**src/hdl/psfu_map.svh**
```systemverilog
// Register map, field positions, reset values and timing figures of the status flag unit.
`ifndef PSFU_MAP_SVH
`define PSFU_MAP_SVH
`define PSFU_OFS_FLAGS      8'h00
`define PSFU_OFS_LATEST     8'h04
`define PSFU_OFS_FIRST      8'h08
`define PSFU_OFS_CTRL       8'h0C
`define PSFU_OFS_SCAN_SET   8'h10
`define PSFU_OFS_IRQ_STAT   8'h14
`define PSFU_OFS_IRQ_MASK   8'h18
`define PSFU_BIT_OPERR      0
`define PSFU_BIT_CARRY      1
`define PSFU_BIT_GT         2
`define PSFU_BIT_EQ         3
`define PSFU_BIT_LT         4
`define PSFU_BIT_AUX        5
`define PSFU_BIT_TOOL       6
`define PSFU_BIT_SCAN       7
`define PSFU_IRQ_OPERR      0
`define PSFU_IRQ_CARRY      1
`define PSFU_IRQ_AUX        2
`define PSFU_IRQ_TOOL       3
`define PSFU_IRQ_SCAN       4
`define PSFU_IRQ_W          5
`define PSFU_CTRL_SCAN_EN   0
`define PSFU_CTRL_CLR_FIRST 1
`define PSFU_FIRST_VALID    16
`define PSFU_ADDR_W         16
`define PSFU_AUX_W          32
`define PSFU_ZERO_ADDR      16'h0000
`define PSFU_ZERO_AUX       32'h0000_0000
`define PSFU_ZERO_WORD      32'h0000_0000
`define PSFU_ZERO_IRQ       5'h00
`define PSFU_RST_SCAN_SET   16'h0000
`define PSFU_SCAN_ONE       16'h0001
`define PSFU_SCAN_MAX       16'hFFFF
`define PSFU_AUX_ONE        32'h0000_0001
`define PSFU_RESP_OKAY      2'h0
`define PSFU_RESP_SLVERR    2'h2
`define PSFU_SCAN_UNIT_NS   1000000
`define PSFU_CLK_PERIOD_NS  40
`endif

```
**src/hdl/psfu_pkg.sv**
```systemverilog
// Types shared by the status flag unit.
`default_nettype none
package psfu_pkg;
  typedef enum logic [1:0] {
    AUX_IDLE,
    AUX_RUN,
    AUX_DONE
  } psfu_aux_state_t;
endpackage
`default_nettype wire

```
**src/hdl/psfu_flags.sv**
```systemverilog
// Special status flags of the controller execution engine, with an AXI4-Lite register slave.
// Summary of operation
// - Operation error flag pulses, never latches.
// - Each error stores its address as latest.
// - Latest error address overwritten on every error.
// - First error address kept, never overwritten; the code loads the next error's address after a first-error clear through CTRL.
// - Carry set on arithmetic overflow or underflow.
// - Shift instructions load carry with shifted bit.
// - Less-than flag on when first operand smaller.
// - Aux timer flag on at count zero.
// - Aux timer flag clears when trigger drops.
// - Tool port error sets communication error flag.
// - Scan longer than setting sets scan error.
// - Scan setting of zero sets scan error.
//
// Chosen here: register access over AXI4-Lite and the register offsets.
`timescale 1ns/1ps
`default_nettype none
`include "psfu_map.svh"
module psfu_flags #(
  parameter int P_MS_CYCLES = `PSFU_SCAN_UNIT_NS / `PSFU_CLK_PERIOD_NS
) (
  input  wire logic        i_clk_sys,
  input  wire logic        i_rst_n,
  input  wire logic        i_op_error,
  input  wire logic [15:0] i_op_error_addr,
  input  wire logic        i_arith_valid,
  input  wire logic        i_arith_overflow,
  input  wire logic        i_arith_underflow,
  input  wire logic        i_shift_valid,
  input  wire logic        i_shift_out_bit,
  input  wire logic        i_cmp_valid,
  input  wire logic [15:0] i_cmp_first,
  input  wire logic [15:0] i_cmp_second,
  input  wire logic        i_aux_trigger,
  input  wire logic        i_aux_tick,
  input  wire logic [31:0] i_aux_set_value,
  input  wire logic        i_tool_comm_error,
  input  wire logic        i_scan_end,
  output logic             o_operation_error_pulse_flag,
  output logic             o_carry_flag,
  output logic             o_greater_than_flag,
  output logic             o_equal_flag,
  output logic             o_less_than_flag,
  output logic             o_aux_timer_done_flag,
  output logic             o_tool_port_comm_error_flag,
  output logic             o_constant_scan_error_flag,
  output logic             o_irq,
  input  wire logic [7:0]  i_s_axi_awaddr,
  input  wire logic        i_s_axi_awvalid,
  output logic             o_s_axi_awready,
  input  wire logic [31:0] i_s_axi_wdata,
  input  wire logic [3:0]  i_s_axi_wstrb,
  input  wire logic        i_s_axi_wvalid,
  output logic             o_s_axi_wready,
  output logic [1:0]       o_s_axi_bresp,
  output logic             o_s_axi_bvalid,
  input  wire logic        i_s_axi_bready,
  input  wire logic [7:0]  i_s_axi_araddr,
  input  wire logic        i_s_axi_arvalid,
  output logic             o_s_axi_arready,
  output logic [31:0]      o_s_axi_rdata,
  output logic [1:0]       o_s_axi_rresp,
  output logic             o_s_axi_rvalid,
  input  wire logic        i_s_axi_rready
);

  function automatic logic psfu_mapped(input logic [7:0] addr);
    psfu_mapped = (addr == `PSFU_OFS_FLAGS) || (addr == `PSFU_OFS_LATEST) ||
                  (addr == `PSFU_OFS_FIRST) || (addr == `PSFU_OFS_CTRL) ||
                  (addr == `PSFU_OFS_SCAN_SET) || (addr == `PSFU_OFS_IRQ_STAT) ||
                  (addr == `PSFU_OFS_IRQ_MASK);
  endfunction

  logic [15:0]             latest_error_address;
  logic [15:0]             first_error_address;
  logic                    first_valid;
  logic                    scan_en;
  logic [15:0]             scan_set;
  logic [`PSFU_IRQ_W-1:0]  irq_stat;
  logic [`PSFU_IRQ_W-1:0]  irq_mask;
  logic [`PSFU_IRQ_W-1:0]  irq_evt;
  logic                    carry_set_evt;
  logic [7:0]              aw_addr;
  logic                    aw_held;
  logic [31:0]             w_data;
  logic [3:0]              w_strb;
  logic                    w_held;
  logic                    wr_go;
  logic                    clr_first;
  logic                    rd_go;
  logic                    stat_rd;
  logic                    aux_trig_d;
  logic [31:0]             aux_count;
  psfu_pkg::psfu_aux_state_t aux_state;
  logic [31:0]             ms_cnt;
  logic [15:0]             scan_ms;
  logic                    scan_err_evt;

  // Operation error: one-cycle pulse, address capture.
  always_ff @(posedge i_clk_sys or negedge i_rst_n) begin
    if (!i_rst_n) begin
      o_operation_error_pulse_flag <= 1'b0;
      latest_error_address         <= `PSFU_ZERO_ADDR;
    end else begin
      o_operation_error_pulse_flag <= i_op_error;
      if (i_op_error) begin
        latest_error_address <= i_op_error_addr;
      end
    end
  end

  // The first address survives until software clears it, so a burst of errors
  // cannot hide where the trouble started.
  always_ff @(posedge i_clk_sys or negedge i_rst_n) begin
    if (!i_rst_n) begin
      first_error_address <= `PSFU_ZERO_ADDR;
      first_valid         <= 1'b0;
    end else if (i_op_error && (!first_valid || clr_first)) begin
      // An error in the same cycle as a clear is kept as the new first error.
      first_error_address <= i_op_error_addr;
      first_valid         <= 1'b1;
    end else if (clr_first) begin
      first_valid <= 1'b0;
    end
  end

  // Carry: arithmetic result takes priority over a shift in the same cycle.
  assign carry_set_evt = (i_arith_valid && (i_arith_overflow || i_arith_underflow)) ||
                         (!i_arith_valid && i_shift_valid && i_shift_out_bit);
  always_ff @(posedge i_clk_sys or negedge i_rst_n) begin
    if (!i_rst_n) begin
      o_carry_flag <= 1'b0;
    end else if (i_arith_valid) begin
      o_carry_flag <= i_arith_overflow || i_arith_underflow;
    end else if (i_shift_valid) begin
      o_carry_flag <= i_shift_out_bit;
    end
  end

  // Comparison flags are signed and always one-hot after a comparison.
  always_ff @(posedge i_clk_sys or negedge i_rst_n) begin
    if (!i_rst_n) begin
      o_greater_than_flag <= 1'b0;
      o_equal_flag        <= 1'b0;
      o_less_than_flag    <= 1'b0;
    end else if (i_cmp_valid) begin
      o_greater_than_flag <= $signed(i_cmp_first) > $signed(i_cmp_second);
      o_equal_flag        <= i_cmp_first == i_cmp_second;
      o_less_than_flag    <= $signed(i_cmp_first) < $signed(i_cmp_second);
    end
  end

  // Auxiliary timer: loads on the trigger's rising edge, counts down on base ticks.
  always_ff @(posedge i_clk_sys or negedge i_rst_n) begin
    if (!i_rst_n) begin
      aux_trig_d            <= 1'b0;
      aux_count             <= `PSFU_ZERO_AUX;
      aux_state             <= psfu_pkg::AUX_IDLE;
      o_aux_timer_done_flag <= 1'b0;
    end else begin
      aux_trig_d <= i_aux_trigger;
      if (!i_aux_trigger) begin
        aux_state             <= psfu_pkg::AUX_IDLE;
        o_aux_timer_done_flag <= 1'b0;
      end else begin
        unique case (aux_state)
          psfu_pkg::AUX_IDLE: begin
            if (!aux_trig_d) begin
              aux_count <= i_aux_set_value;
              aux_state <= psfu_pkg::AUX_RUN;
            end
          end
          psfu_pkg::AUX_RUN: begin
            if (aux_count == `PSFU_ZERO_AUX) begin
              aux_state             <= psfu_pkg::AUX_DONE;
              o_aux_timer_done_flag <= 1'b1;
            end else if (i_aux_tick) begin
              aux_count <= aux_count - `PSFU_AUX_ONE;
            end
          end
          psfu_pkg::AUX_DONE: begin
            o_aux_timer_done_flag <= 1'b1;
          end
        endcase
      end
    end
  end

  // Tool port error is sticky; reading the flag word clears it, set winning.
  always_ff @(posedge i_clk_sys or negedge i_rst_n) begin
    if (!i_rst_n) begin
      o_tool_port_comm_error_flag <= 1'b0;
    end else if (i_tool_comm_error) begin
      o_tool_port_comm_error_flag <= 1'b1;
    end else if (rd_go && i_s_axi_araddr == `PSFU_OFS_FLAGS) begin
      o_tool_port_comm_error_flag <= 1'b0;
    end
  end

  // Scan timing in whole milliseconds; the counter saturates so a stalled scan cannot wrap.
  always_ff @(posedge i_clk_sys or negedge i_rst_n) begin
    if (!i_rst_n) begin
      ms_cnt  <= `PSFU_ZERO_WORD;
      scan_ms <= `PSFU_RST_SCAN_SET;
    end else if (i_scan_end) begin
      ms_cnt  <= `PSFU_ZERO_WORD;
      scan_ms <= `PSFU_RST_SCAN_SET;
    end else if (ms_cnt == 32'(P_MS_CYCLES - 1)) begin
      ms_cnt <= `PSFU_ZERO_WORD;
      if (scan_ms != `PSFU_SCAN_MAX) begin
        scan_ms <= scan_ms + `PSFU_SCAN_ONE;
      end
    end else begin
      ms_cnt <= ms_cnt + 32'h0000_0001;
    end
  end

  assign scan_err_evt = scan_en && ((scan_set == `PSFU_RST_SCAN_SET) || (scan_ms > scan_set));
  // The error holds until constant scan is switched off.
  always_ff @(posedge i_clk_sys or negedge i_rst_n) begin
    if (!i_rst_n) begin
      o_constant_scan_error_flag <= 1'b0;
    end else if (scan_err_evt) begin
      o_constant_scan_error_flag <= 1'b1;
    end else if (!scan_en) begin
      o_constant_scan_error_flag <= 1'b0;
    end
  end

  // Interrupt status: sticky, cleared by reading it, a new event wins over the clear.
  always_comb begin
    irq_evt                  = `PSFU_ZERO_IRQ;
    irq_evt[`PSFU_IRQ_OPERR] = i_op_error;
    irq_evt[`PSFU_IRQ_CARRY] = carry_set_evt;
    irq_evt[`PSFU_IRQ_AUX]   = (aux_state == psfu_pkg::AUX_RUN) && i_aux_trigger &&
                               (aux_count == `PSFU_ZERO_AUX);
    irq_evt[`PSFU_IRQ_TOOL]  = i_tool_comm_error;
    irq_evt[`PSFU_IRQ_SCAN]  = scan_err_evt && !o_constant_scan_error_flag;
  end
  assign stat_rd = rd_go && (i_s_axi_araddr == `PSFU_OFS_IRQ_STAT);
  always_ff @(posedge i_clk_sys or negedge i_rst_n) begin
    if (!i_rst_n) begin
      irq_stat <= `PSFU_ZERO_IRQ;
      o_irq    <= 1'b0;
    end else begin
      irq_stat <= (stat_rd ? `PSFU_ZERO_IRQ : irq_stat) | irq_evt;
      o_irq    <= |(((stat_rd ? `PSFU_ZERO_IRQ : irq_stat) | irq_evt) & irq_mask);
    end
  end

  // Write channel: address and data are taken independently, in either order.
  assign wr_go     = aw_held && w_held && !o_s_axi_bvalid;
  assign clr_first = wr_go && (aw_addr == `PSFU_OFS_CTRL) && w_strb[0] &&
                     w_data[`PSFU_CTRL_CLR_FIRST];
  always_ff @(posedge i_clk_sys or negedge i_rst_n) begin
    if (!i_rst_n) begin
      aw_held         <= 1'b0;
      aw_addr         <= 8'h00;
      w_held          <= 1'b0;
      w_data          <= `PSFU_ZERO_WORD;
      w_strb          <= 4'h0;
      o_s_axi_awready <= 1'b1;
      o_s_axi_wready  <= 1'b1;
      o_s_axi_bvalid  <= 1'b0;
      o_s_axi_bresp   <= `PSFU_RESP_OKAY;
    end else begin
      if (o_s_axi_awready && i_s_axi_awvalid) begin
        aw_held         <= 1'b1;
        aw_addr         <= i_s_axi_awaddr;
        o_s_axi_awready <= 1'b0;
      end
      if (o_s_axi_wready && i_s_axi_wvalid) begin
        w_held         <= 1'b1;
        w_data         <= i_s_axi_wdata;
        w_strb         <= i_s_axi_wstrb;
        o_s_axi_wready <= 1'b0;
      end
      if (wr_go) begin
        aw_held        <= 1'b0;
        w_held         <= 1'b0;
        o_s_axi_bvalid <= 1'b1;
        o_s_axi_bresp  <= psfu_mapped(aw_addr) ? `PSFU_RESP_OKAY : `PSFU_RESP_SLVERR;
      end
      if (o_s_axi_bvalid && i_s_axi_bready) begin
        o_s_axi_bvalid  <= 1'b0;
        o_s_axi_awready <= 1'b1;
        o_s_axi_wready  <= 1'b1;
      end
    end
  end

  always_ff @(posedge i_clk_sys or negedge i_rst_n) begin
    if (!i_rst_n) begin
      scan_en  <= 1'b0;
      scan_set <= `PSFU_RST_SCAN_SET;
      irq_mask <= `PSFU_ZERO_IRQ;
    end else if (wr_go) begin
      if (aw_addr == `PSFU_OFS_CTRL && w_strb[0]) begin
        scan_en <= w_data[`PSFU_CTRL_SCAN_EN];
      end
      if (aw_addr == `PSFU_OFS_SCAN_SET) begin
        if (w_strb[0]) begin
          scan_set[7:0] <= w_data[7:0];
        end
        if (w_strb[1]) begin
          scan_set[15:8] <= w_data[15:8];
        end
      end
      if (aw_addr == `PSFU_OFS_IRQ_MASK && w_strb[0]) begin
        irq_mask <= w_data[`PSFU_IRQ_W-1:0];
      end
    end
  end

  // Read channel: one read at a time, data registered with the answer.
  assign rd_go = o_s_axi_arready && i_s_axi_arvalid;
  always_ff @(posedge i_clk_sys or negedge i_rst_n) begin
    if (!i_rst_n) begin
      o_s_axi_arready <= 1'b1;
      o_s_axi_rvalid  <= 1'b0;
      o_s_axi_rdata   <= `PSFU_ZERO_WORD;
      o_s_axi_rresp   <= `PSFU_RESP_OKAY;
    end else if (rd_go) begin
      o_s_axi_arready <= 1'b0;
      o_s_axi_rvalid  <= 1'b1;
      o_s_axi_rresp   <= psfu_mapped(i_s_axi_araddr) ? `PSFU_RESP_OKAY : `PSFU_RESP_SLVERR;
      o_s_axi_rdata   <= `PSFU_ZERO_WORD;
      unique case (i_s_axi_araddr)
        `PSFU_OFS_FLAGS: begin
          o_s_axi_rdata[`PSFU_BIT_OPERR] <= o_operation_error_pulse_flag;
          o_s_axi_rdata[`PSFU_BIT_CARRY] <= o_carry_flag;
          o_s_axi_rdata[`PSFU_BIT_GT]    <= o_greater_than_flag;
          o_s_axi_rdata[`PSFU_BIT_EQ]    <= o_equal_flag;
          o_s_axi_rdata[`PSFU_BIT_LT]    <= o_less_than_flag;
          o_s_axi_rdata[`PSFU_BIT_AUX]   <= o_aux_timer_done_flag;
          o_s_axi_rdata[`PSFU_BIT_TOOL]  <= o_tool_port_comm_error_flag;
          o_s_axi_rdata[`PSFU_BIT_SCAN]  <= o_constant_scan_error_flag;
        end
        `PSFU_OFS_LATEST:   o_s_axi_rdata[15:0] <= latest_error_address;
        `PSFU_OFS_FIRST: begin
          o_s_axi_rdata[15:0]               <= first_error_address;
          o_s_axi_rdata[`PSFU_FIRST_VALID]  <= first_valid;
        end
        `PSFU_OFS_CTRL:     o_s_axi_rdata[`PSFU_CTRL_SCAN_EN] <= scan_en;
        `PSFU_OFS_SCAN_SET: o_s_axi_rdata[15:0] <= scan_set;
        `PSFU_OFS_IRQ_STAT: o_s_axi_rdata[`PSFU_IRQ_W-1:0] <= irq_stat;
        `PSFU_OFS_IRQ_MASK: o_s_axi_rdata[`PSFU_IRQ_W-1:0] <= irq_mask;
        default:            o_s_axi_rdata <= `PSFU_ZERO_WORD;
      endcase
    end else if (o_s_axi_rvalid && i_s_axi_rready) begin
      o_s_axi_rvalid  <= 1'b0;
      o_s_axi_arready <= 1'b1;
    end
  end
endmodule
`default_nettype wire

```
**config.mk**
```make
export PLATFORM = sky130hd
export DESIGN_NAME = psfu_flags
export DESIGN_NICKNAME = d
export VERILOG_FILES = /design/src/hdl/psfu_pkg.sv /design/src/hdl/psfu_flags.sv
export VERILOG_INCLUDE_DIRS = /design/src /design/src/hdl
export SDC_FILE = /design/constraint.sdc
export NUM_CORES = 1
export LEC_CHECK = 0
export BUFFER_PORTS_ARGS = -buffer_cell sky130_fd_sc_hd__buf_2
export CORE_MARGIN = 10
export CORE_UTILIZATION = 43
export DETAILED_ROUTE_END_ITERATION = 16
export MAX_ROUTING_LAYER = met4
export PLACE_DENSITY = 0.61
export SETUP_SLACK_MARGIN = 0.15
export SLEW_MARGIN = 20
export SYNTH_ARGS = -nofsm -noshare
export SYNTH_HDL_FRONTEND = slang
export SYNTH_SLANG_ARGS = --single-unit
```
**constraint.sdc**
```tcl
create_clock -name i_clk_sys -period 2.6 [get_ports i_clk_sys]
set_input_delay 0.39 -clock i_clk_sys [delete_from_list [all_inputs] [get_ports i_clk_sys]]
set_output_delay 0.39 -clock i_clk_sys [all_outputs]
set_load 0.01 [all_outputs]
```
==> load_flow_metrics.sql, run 1 <==
INSERT INTO impl_metrics (metric_group, metric, value, unit) VALUES
('final_layout', 'fin_nets', '1416', ''),
('timing', 'final.setup.tns', '0', 'ps'),
('flow_run', 'drv.max_cap_violation_count', '0', ''),
('logic_synthesis', 'ys_top_cells_by_count', 'sky130_fd_sc_hd__dfrtp_1, sky130_fd_sc_hd__nor2_1, sky130_fd_sc_hd__mux2_2', ''),
('global_route', 'vias_in_the_first_global_route', '8465', ''),
('cts', 'clk_transition_reported_paths', '60', 'ps'),
('setup_path', 'arrival_time_worst_endpoint', '2780', 'ps'),
('timing', 'achievable_clock_frequency', '425', 'MHz'),
('logic_synthesis', 'synth_largest_area_cell', 'sky130_fd_sc_hd__dfrtp_1', ''),
('final_layout', 'drive_gt1_share', '28.6', '%'),
('route', 'drt_iter0_markers', '566', ''),
('power_and_ir_drop', 'power_frac_clock', '35.8', '%'),
('run_status', 'run_status', 'finished clean', ''),
('logic_synthesis', 'syn_avg_cell_area', '10.2', 'um^2'),
('final_layout', 'synthToLayoutAreaGrowth', '20.8', '%'),
('timing', 'worst_slew_pin_slew', '623', 'ps'),
('power_and_ir_drop', 'vdd.ir_drop.worst', '0.512', 'mV'),
('floorplanning', 'io_pins', '200', ''),
('power_and_ir_drop', 'power.share.switching', '28.4', '%'),
('logic_synthesis', 'synthesis.instances', '1039', ''),
('timing', 'final.min_clock_period', '2360', 'ps'),
('logic_synthesis', 'synth-warning-count', '0', ''),
('setup_path', 'critical_path_required', '3030', 'ps'),
('placement', 'numPortBuffers', '164', ''),
('logic_synthesis', 'yosys-mux-area-fraction', '9.30', '%'),
('min_path', 'timing.hold.worst.class', 'in2reg', ''),
('logic_synthesis', 'synth.most_common_cell', 'sky130_fd_sc_hd__dfrtp_1', ''),
('setup_path', 'path_max_fanout', '5', ''),
('final_layout', 'num-fill-cells', '2224', ''),
('route', 'wirelength', '27.6', 'mm'),
('logic_synthesis', 'synth.top_cell.area_share', '47.4', '%'),
('logic_synthesis', 'synth_edf_count', '0', ''),
('logic_synthesis', 'synth_top_family_by_area', 'simple AND/OR/NAND/NOR gates', ''),
('global_route', 'antenna_found_initial', '1', ''),
('timing', 'fin_crit_sh', '90.6', '%'),
('setup_path', 'cp-start-kind', 'flip-flop', ''),
('cts', 'cts.sinks', '204', ''),
('power_and_ir_drop', 'power.net_switching', '2.54', 'mW'),
('final_layout', 'utilization', '52.7', '%'),
('placement', 'place_congestion', '0.867', ''),
('floorplanning', 'chipWidth', '177', 'um'),
('cts', 'cts_root_buffer', 'sky130_fd_sc_hd__clkbuf_16', ''),
('power_and_ir_drop', 'power.sequential.fraction', '46.0', '%'),
('route', 'number_of_design_rule_violations_left_after_detail_routing', '0', ''),
('setup_path', 'critical_path.endpoint_type', 'flip-flop', ''),
('timing', 'timing.max_slew.rel_slack', '58.3', '%'),
('logic_synthesis', 'yosys.area_share.xor_xnor', '3.30', '%'),
('cts', 'tritoncts', 'done', ''),
('logic_synthesis', 'synth_simple_gate_area_share', '17.0', '%'),
('cts', 'clock_latency', '500', 'ps'),
('timing', 'finClkSkew', '8.87', 'ps'),
('route', 'drtAntennaViolNets', '0', ''),
('logic_synthesis', 'synthTopCellsByArea', 'sky130_fd_sc_hd__dfrtp_1, sky130_fd_sc_hd__mux2_2, sky130_fd_sc_hd__ha_1', ''),
('logic_synthesis', 'ys_ff_latch', '204', ''),
('timing', 'rsz0062_at_grt', 'false', ''),
('power_and_ir_drop', 'power.leakage', '5.88', 'nW'),
('logic_synthesis', 'ys_seq_area_share', '48.1', '%'),
('timing', 'setup_viol', '0', ''),
('logic_synthesis', 'postSynth.topFlopCell', 'sky130_fd_sc_hd__dfrtp_1', ''),
('power_and_ir_drop', 'p_per_cell_area', '700', 'mW/mm^2'),
('placement', 'dp.final_hpwl', '20.4', 'mm'),
('cts', 'numCtsBuffers', '23', ''),
('route', 'routed_vias', '8464', ''),
('logic_synthesis', 'post_synth_num_cell_types', '68', ''),
('floorplanning', 'die_area', '0.0314', 'mm^2'),
('global_route', 'globalRouteTotalUtil', '17.7', '%'),
('global_route', 'grt_start_max_net_pins', '69', ''),
('power_and_ir_drop', 'p_int', '6.42', 'mW'),
('timing', 'hold_viol', '0', ''),
('power_and_ir_drop', 'comb_power_share', '18.2', '%'),
('timing', 'slew_violations', '0', '');
[worst max-delay path, cell delays in order, from the launching register on]
cell and delay, ps:
sky130_fd_sc_hd__dfrtp_1 410, sky130_fd_sc_hd__inv_1 130, sky130_fd_sc_hd__ha_2 220, sky130_fd_sc_hd__or4b_4 520, sky130_fd_sc_hd__or3_4 360, sky130_fd_sc_hd__or3_1 350
sky130_fd_sc_hd__a2bb2oi_1 150, sky130_fd_sc_hd__o2bb2ai_1 140
[layer usage]
layer	track usage [%]	share of wire [%]
met5	-	0
met4	4.10	1.7
met3	2.90	5.2
met2	28.2	47
met1	23.1	46
[layout make-up]
class	instances	area [um^2]	area share, %
Antenna cell	1	2.50	0.0195
Clock buffer	38	712	5.56
Clock inverter	3	43.8	0.342
Inverter	53	199	1.55
Multi-Input combinational cell	742	5150	40.2
Sequential cell	204	5110	39.9
Tap cell	324	405	3.16
Timing Repair Buffer	206	1200	9.34
[sequential cells by signal (all words and copies together), names as in the netlist, 2 cells and up]
register	cells
irq_mask	5
o_s_axi_rdata	17
first_error_address	16
ms_cnt	32
w_strb	2
w_data	16
scan_set	16
aw_addr	8
aux_state	2
aux_count	32
scan_ms	16
latest_error_address	16
irq_stat	5
[worst paths after layout]
kind / from / end / slack, ps / depth (start not counted)
worst min-delay path: i_s_axi_arvalid / o_s_axi_arready$_DFFE_PN1P_ / 60 / 2
worst max register to register: aux_count[0]$_DFFE_PN0P_ / aux_count[16]$_DFFE_PN0P_ / 240 / 7
worst max-delay path: aux_count[0]$_DFFE_PN0P_ / aux_count[16]$_DFFE_PN0P_ / 240 / 7
min in group asynchronous: i_rst_n / first_error_address[13]$_DFFE_PN0P_ / 370 / 2
max in group asynchronous: i_rst_n / o_s_axi_awready$_DFFE_PN1P_ / 1430 / 3
worst min register to register: ms_cnt[0]$_DFF_PN0_ / ms_cnt[0]$_DFF_PN0_ / 450 / 1
[kinds of logic (layout without fill, tap and decap cells)]
| logic type | after synthesis | count (layout) |
|---|---|---|
| buffers and inverters | 109 | 300 |
| adders and majority gates | 36 | 36 |
| other | 1 | 18 |
| and+or+nand+nor | 344 | 344 |
| AOI/OAI and AO/OA | 218 | 218 |
| muxes | 87 | 87 |
| xor gates and xnor gates | 40 | 40 |
| DFF | 204 | 204 |
[stage by stage]
stage	worst slack [ps]	hold slack (ps)	power (mW)	area [um^2]	cells
finish	245	57.3	8.97	12800	1571
global route	156	52.9	9.45	12800	1571
CTS	149	34.0	9.05	12700	1570
detailed placement	20.3	336	5.79	12000	1528
global placement	57.2	337	5.74	12000	1528
floorplan	384	94.4	5.09	10700	1055
[power by group through the flow]
stage	clock network [mW]	logic, mW	registers (mW)
3_3_place_gp	0	1.58	4.16
2_1_floorplan	0	1.03	4.06
3_5_place_dp	0	1.62	4.17
6_report	3.21	1.63	4.13
5_1_grt	3.42	1.82	4.20
4_1_cts	3.30	1.63	4.12
[cells in the final DEF, fill, tap and decap left out, drive strengths merged, types with 7 or more instances in the layout]
cell type	instances
buf	204
dfrtp	201
nor2	94
mux2	83
nand2	72
o21ai	67
a21oi	54
inv	53
clkbuf	39
ha	36
nand3	35
xor2	29
nor4	23
nor3	22
nand4	21
conb	17
and3	13
a222oi	12
xnor2	11
a21o	11
or4	10
a22oi	9
or3	9
and2	7
o21a	7
a31oi	7
nor2b	7
[what timing repair did]
item / in CTS / in global routing
hold endpoints to repair: 35 / 0
resized for setup: 2 / 16
setup endpoints to repair: 17 / 58
pin swaps: 0 / 1
cloned: 0 / 0
hold buffers: 1 / 0
Power figures use the tool's default switching activity.
==> run 2: changes to the inputs <==
--- a/config.mk
+++ b/config.mk
@@ -6,12 +6,13 @@
 export SDC_FILE = /design/constraint.sdc
 export NUM_CORES = 1
 export LEC_CHECK = 0
+export ABC_AREA = 1
 export BUFFER_PORTS_ARGS = -buffer_cell sky130_fd_sc_hd__buf_2
 export CORE_MARGIN = 10
-export CORE_UTILIZATION = 43
+export CORE_UTILIZATION = 45
 export DETAILED_ROUTE_END_ITERATION = 16
 export MAX_ROUTING_LAYER = met4
-export PLACE_DENSITY = 0.61
+export PLACE_DENSITY = 0.63
 export SETUP_SLACK_MARGIN = 0.15
 export SLEW_MARGIN = 20
 export SYNTH_ARGS = -nofsm -noshare
==> load_flow_metrics.sql, run 2 <==
INSERT INTO impl_metrics (metric_group, metric, value, unit) VALUES
('run_status', 'run_status', 'finished clean', ''),
('timing', 'slew_violations', '0', ''),
('cts', 'cts.repair.resized', '0', ''),
('logic_synthesis', 'postSynth.topFlopCell', 'sky130_fd_sc_hd__dfrtp_1', ''),
('timing', 'setup_viol', '0', ''),
('final_layout', 'utilization', '53.8', '%'),
('logic_synthesis', 'ys_top_cells_by_count', 'sky130_fd_sc_hd__nand2_1, sky130_fd_sc_hd__dfrtp_1, sky130_fd_sc_hd__inv_1', ''),
('floorplanning', 'initial_core_util', '46.1', '%'),
('timing', 'worst_hold_margin', '43.0', 'ps'),
('logic_synthesis', 'ys_seq_area_share', '43.6', '%'),
('final_layout', 'most_used_cells_in_the_layout_excluding_fill_and_tap_cells', 'sky130_fd_sc_hd__nand2_1, sky130_fd_sc_hd__dfrtp_1, sky130_fd_sc_hd__inv_1', ''),
('cts', 'cts_root_buffer', 'sky130_fd_sc_hd__clkbuf_16', ''),
('setup_path', 'path_max_fanout', '50', ''),
('logic_synthesis', 'ys_async_sr_fraction', '100', '%'),
('power_and_ir_drop', 'comb_power_share', '27.2', '%'),
('power_and_ir_drop', 'vdd.ir_drop.worst', '0.653', 'mV'),
('cts', 'tritoncts', 'done', ''),
('cts', 'clk_path_buf_depth', '3', ''),
('logic_synthesis', 'synth.most_common_cell', 'sky130_fd_sc_hd__nand2_1', ''),
('logic_synthesis', 'synth_simple_gate_area_share', '28.8', '%'),
('global_route', 'grt_start_max_net_pins', '65', ''),
('floorplanning', 'io_pins', '200', ''),
('logic_synthesis', 'syn_avg_cell_area', '7.71', 'um^2'),
('power_and_ir_drop', 'p_per_cell_area', '779', 'mW/mm^2'),
('floorplanning', 'die_height', '181', 'um'),
('placement', 'dp.final_hpwl', '24.1', 'mm'),
('floorplanning', 'core.rowCount', '58', ''),
('setup_path', 'critical_path_required', '3050', 'ps'),
('route', 'drt-wirelength-per-cell', '15.5', 'um'),
('global_route', 'globalRouteTotalUtil', '19.4', '%'),
('logic_synthesis', 'yosys.area_share.xor_xnor', '2.69', '%'),
('floorplanning', 'fp.coreArea', '0.0254', 'mm^2'),
('global_route', 'grt-ovfl-total', '0', ''),
('final_layout', 'drive_gt1_share', '18.3', '%'),
('logic_synthesis', 'ys_ff_latch', '204', ''),
('logic_synthesis', 'synthTopCellsByArea', 'sky130_fd_sc_hd__dfrtp_1, sky130_fd_sc_hd__nand2_1, sky130_fd_sc_hd__inv_1', ''),
('timing', 'hold_viol', '0', ''),
('timing', 'timing.max_slew.rel_slack', '49.6', '%'),
('cts', 'htree_levels', '1', ''),
('power_and_ir_drop', 'power_frac_clock', '32.1', '%'),
('floorplanning', 'chipWidth', '181', 'um'),
('timing', 'final.setup.tns', '0', 'ps'),
('global_route', 'antenna_found_initial', '3', ''),
('floorplanning', 'die_area', '0.0329', 'mm^2'),
('timing', 'worst_slew_pin_slew', '751', 'ps'),
('setup_path', 'cp-start-kind', 'flip-flop', ''),
('route', 'firstDrtPassIters', '5', ''),
('final_layout', 'layout_commonest_cell', 'sky130_fd_sc_hd__nand2_1', ''),
('route', 'wirelength', '31.7', 'mm'),
('power_and_ir_drop', 'power.net_switching', '3.72', 'mW'),
('flow_run', 'drv.max_cap_violation_count', '0', ''),
('logic_synthesis', 'synth_compound_gate_area_share', '11.4', '%'),
('logic_synthesis', 'synth_largest_area_cell', 'sky130_fd_sc_hd__dfrtp_1', ''),
('setup_path', 'arrival_time_worst_endpoint', '2700', 'ps'),
('placement', 'numPortBuffers', '164', ''),
('power_and_ir_drop', 'power.sequential.fraction', '40.7', '%'),
('route', 'drtAntennaViolNets', '0', ''),
('cts', 'numCtsBuffers', '24', ''),
('power_and_ir_drop', 'power.leakage', '6.89', 'nW'),
('setup_path', 'critical_path.endpoint_type', 'flip-flop', ''),
('logic_synthesis', 'synth-warning-count', '0', ''),
('global_route', 'grt_first_pass_wirelength', '52.1', 'mm'),
('timing', 'finClkSkew', '8.88', 'ps'),
('cts', 'clock_latency', '520', 'ps'),
('timing', 'fin_crit_sh', '86.5', '%'),
('route', 'routed_vias', '10200', ''),
('cts', 'clk_transition_reported_paths', '60', 'ps'),
('timing', 'achievable_clock_frequency', '444', 'MHz'),
('timing', 'rsz0062_at_grt', 'false', ''),
('power_and_ir_drop', 'power.share.switching', '34.9', '%'),
('power_and_ir_drop', 'total_power', '10.6', 'mW'),
('timing', 'final.min_clock_period', '2250', 'ps'),
('logic_synthesis', 'synth_top_family_by_area', 'simple AND/OR/NAND/NOR gates', ''),
('logic_synthesis', 'synthesis.instances', '1520', ''),
('logic_synthesis', 'syn_area', '0.0117', 'mm^2'),
('placement', 'place_congestion', '0.905', ''),
('placement', 'dp.cells', '1992', ''),
('final_layout', 'fin_nets', '1876', ''),
('power_and_ir_drop', 'p_int', '6.92', 'mW'),
('final_layout', 'synthToLayoutAreaGrowth', '16.5', '%'),
('logic_synthesis', 'synth.top_cell.area_share', '42.9', '%'),
('logic_synthesis', 'synth_edf_count', '0', ''),
('cts', 'cts.sinks', '204', ''),
('logic_synthesis', 'post_synth_num_cell_types', '52', ''),
('global_route', 'vias_in_the_first_global_route', '10100', ''),
('route', 'drt_iter0_markers', '684', ''),
('route', 'post_drt_via_cell_ratio', '4.99', ''),
('logic_synthesis', 'synth_adder_area_share', '3.84', '%'),
('final_layout', 'biggestRegsByFlops', 'aux_count: 32 flops, ms_cnt: 32 flops, o_s_axi_rdata: 17 flops', ''),
('route', 'number_of_design_rule_violations_left_after_detail_routing', '0', ''),
('setup_path', 'crit_type', 'reg2reg', ''),
('final_layout', 'layoutNonFillerInstCount', '2041', ''),
('min_path', 'timing.hold.worst.class', 'in2reg', ''),
('logic_synthesis', 'yosys-mux-area-fraction', '0.513', '%');
run 2: changes by cell type in the layout (fill, tap and decap cells not counted), moves of 20 or more:
cell,previous run,this run
sky130_fd_sc_hd__buf_4,37,14
sky130_fd_sc_hd__inv_1,53,186
sky130_fd_sc_hd__mux2_2,83,0
sky130_fd_sc_hd__nand2_1,69,407
sky130_fd_sc_hd__nand3_1,35,72
sky130_fd_sc_hd__nor2_1,93,154
sky130_fd_sc_hd__nor3_1,20,40
sky130_fd_sc_hd__o21ai_0,64,98
sky130_fd_sc_hd__o21ai_1,2,25
run 2: final timing paths:
kind	startpoint	to	slack, ps	cells after the start
setup / recovery	aux_count[0]$_DFFE_PN0P_	aux_count[28]$_DFFE_PN0P_	350	12
hold / removal	i_s_axi_awvalid	o_s_axi_awready$_DFFE_PN1P_	40	2
setup reg to reg	aux_count[0]$_DFFE_PN0P_	aux_count[28]$_DFFE_PN0P_	350	12
hold reg to reg	ms_cnt[0]$_DFF_PN0_	ms_cnt[0]$_DFF_PN0_	450	1
max in group asynchronous	i_rst_n	first_error_address[9]$_DFFE_PN0P_	1430	3
min in group asynchronous	i_rst_n	ms_cnt[21]$_DFF_PN0_	430	2
run 2: power groups by stage:
stage | Sequential (mW) | Clock, mW | Combinational [mW]
4_1_cts | 4.33 | 3.48 | 2.93
5_1_grt | 4.43 | 3.61 | 3.33
3_5_place_dp | 4.37 | 0 | 2.91
6_report | 4.33 | 3.41 | 2.90
2_1_floorplan | 4.27 | 0 | 2.05
3_3_place_gp | 4.36 | 0 | 2.84
run 2: cell type report:
class,count,area [um^2]
fillers,2469,11700
multi-input cells,1087,5590
flip-flops and latches,204,5110
repair buffers,182,995
clock buffers,37,751
inverters,191,717
well taps,330,413
clock inverters,7,67.6
diodes,3,7.51
run 2: through the flow:
step           worst slack [ps]  instance area, um^2
3_5_place_dp                369                12800
3_3_place_gp                428                12800
5_1_grt                     155                13700
2_1_floorplan               947                11800
4_1_cts                     351                13600
6_report                    350                13700
run 2: timing repair:
item                      in CTS  in global routing
hold buffers                   2                  0
buffers inserted               0                  0
hold endpoints to repair      57                  0
run 2: cell families after synthesis:
group,Yosys count
AND/OR/NAND/NOR,768
other,1
adder cells (fa/ha/maj),36
AO/OA/AOI/OAI,226
buffers and inverters,245
flip-flops,204
multiplexers,4
XOR/XNOR,36
run 2: layer usage:
layer / track usage, % / up-vias / routed length [um]
met4: 4.04 / 0 / 581
met1: 25.1 / 4719 / 14600
li1: - / 5201 / -
met3: 3.52 / 43 / 1530
met2: 31.3 / 212 / 15000
met5: - / - / 0
run 2: critical path, stage by stage (launching register included):
cell and delay, ps:
sky130_fd_sc_hd__dfrtp_1 340, sky130_fd_sc_hd__inv_1 100, sky130_fd_sc_hd__ha_1 250, sky130_fd_sc_hd__nand3_1 90, sky130_fd_sc_hd__nor2_1 50, sky130_fd_sc_hd__nand2_1 60, sky130_fd_sc_hd__nor2_2 40, sky130_fd_sc_hd__nand3_2 110
sky130_fd_sc_hd__nand3_4 210, sky130_fd_sc_hd__nand2_4 100, sky130_fd_sc_hd__buf_4 550, sky130_fd_sc_hd__o211ai_2 150, sky130_fd_sc_hd__nand2_1 100
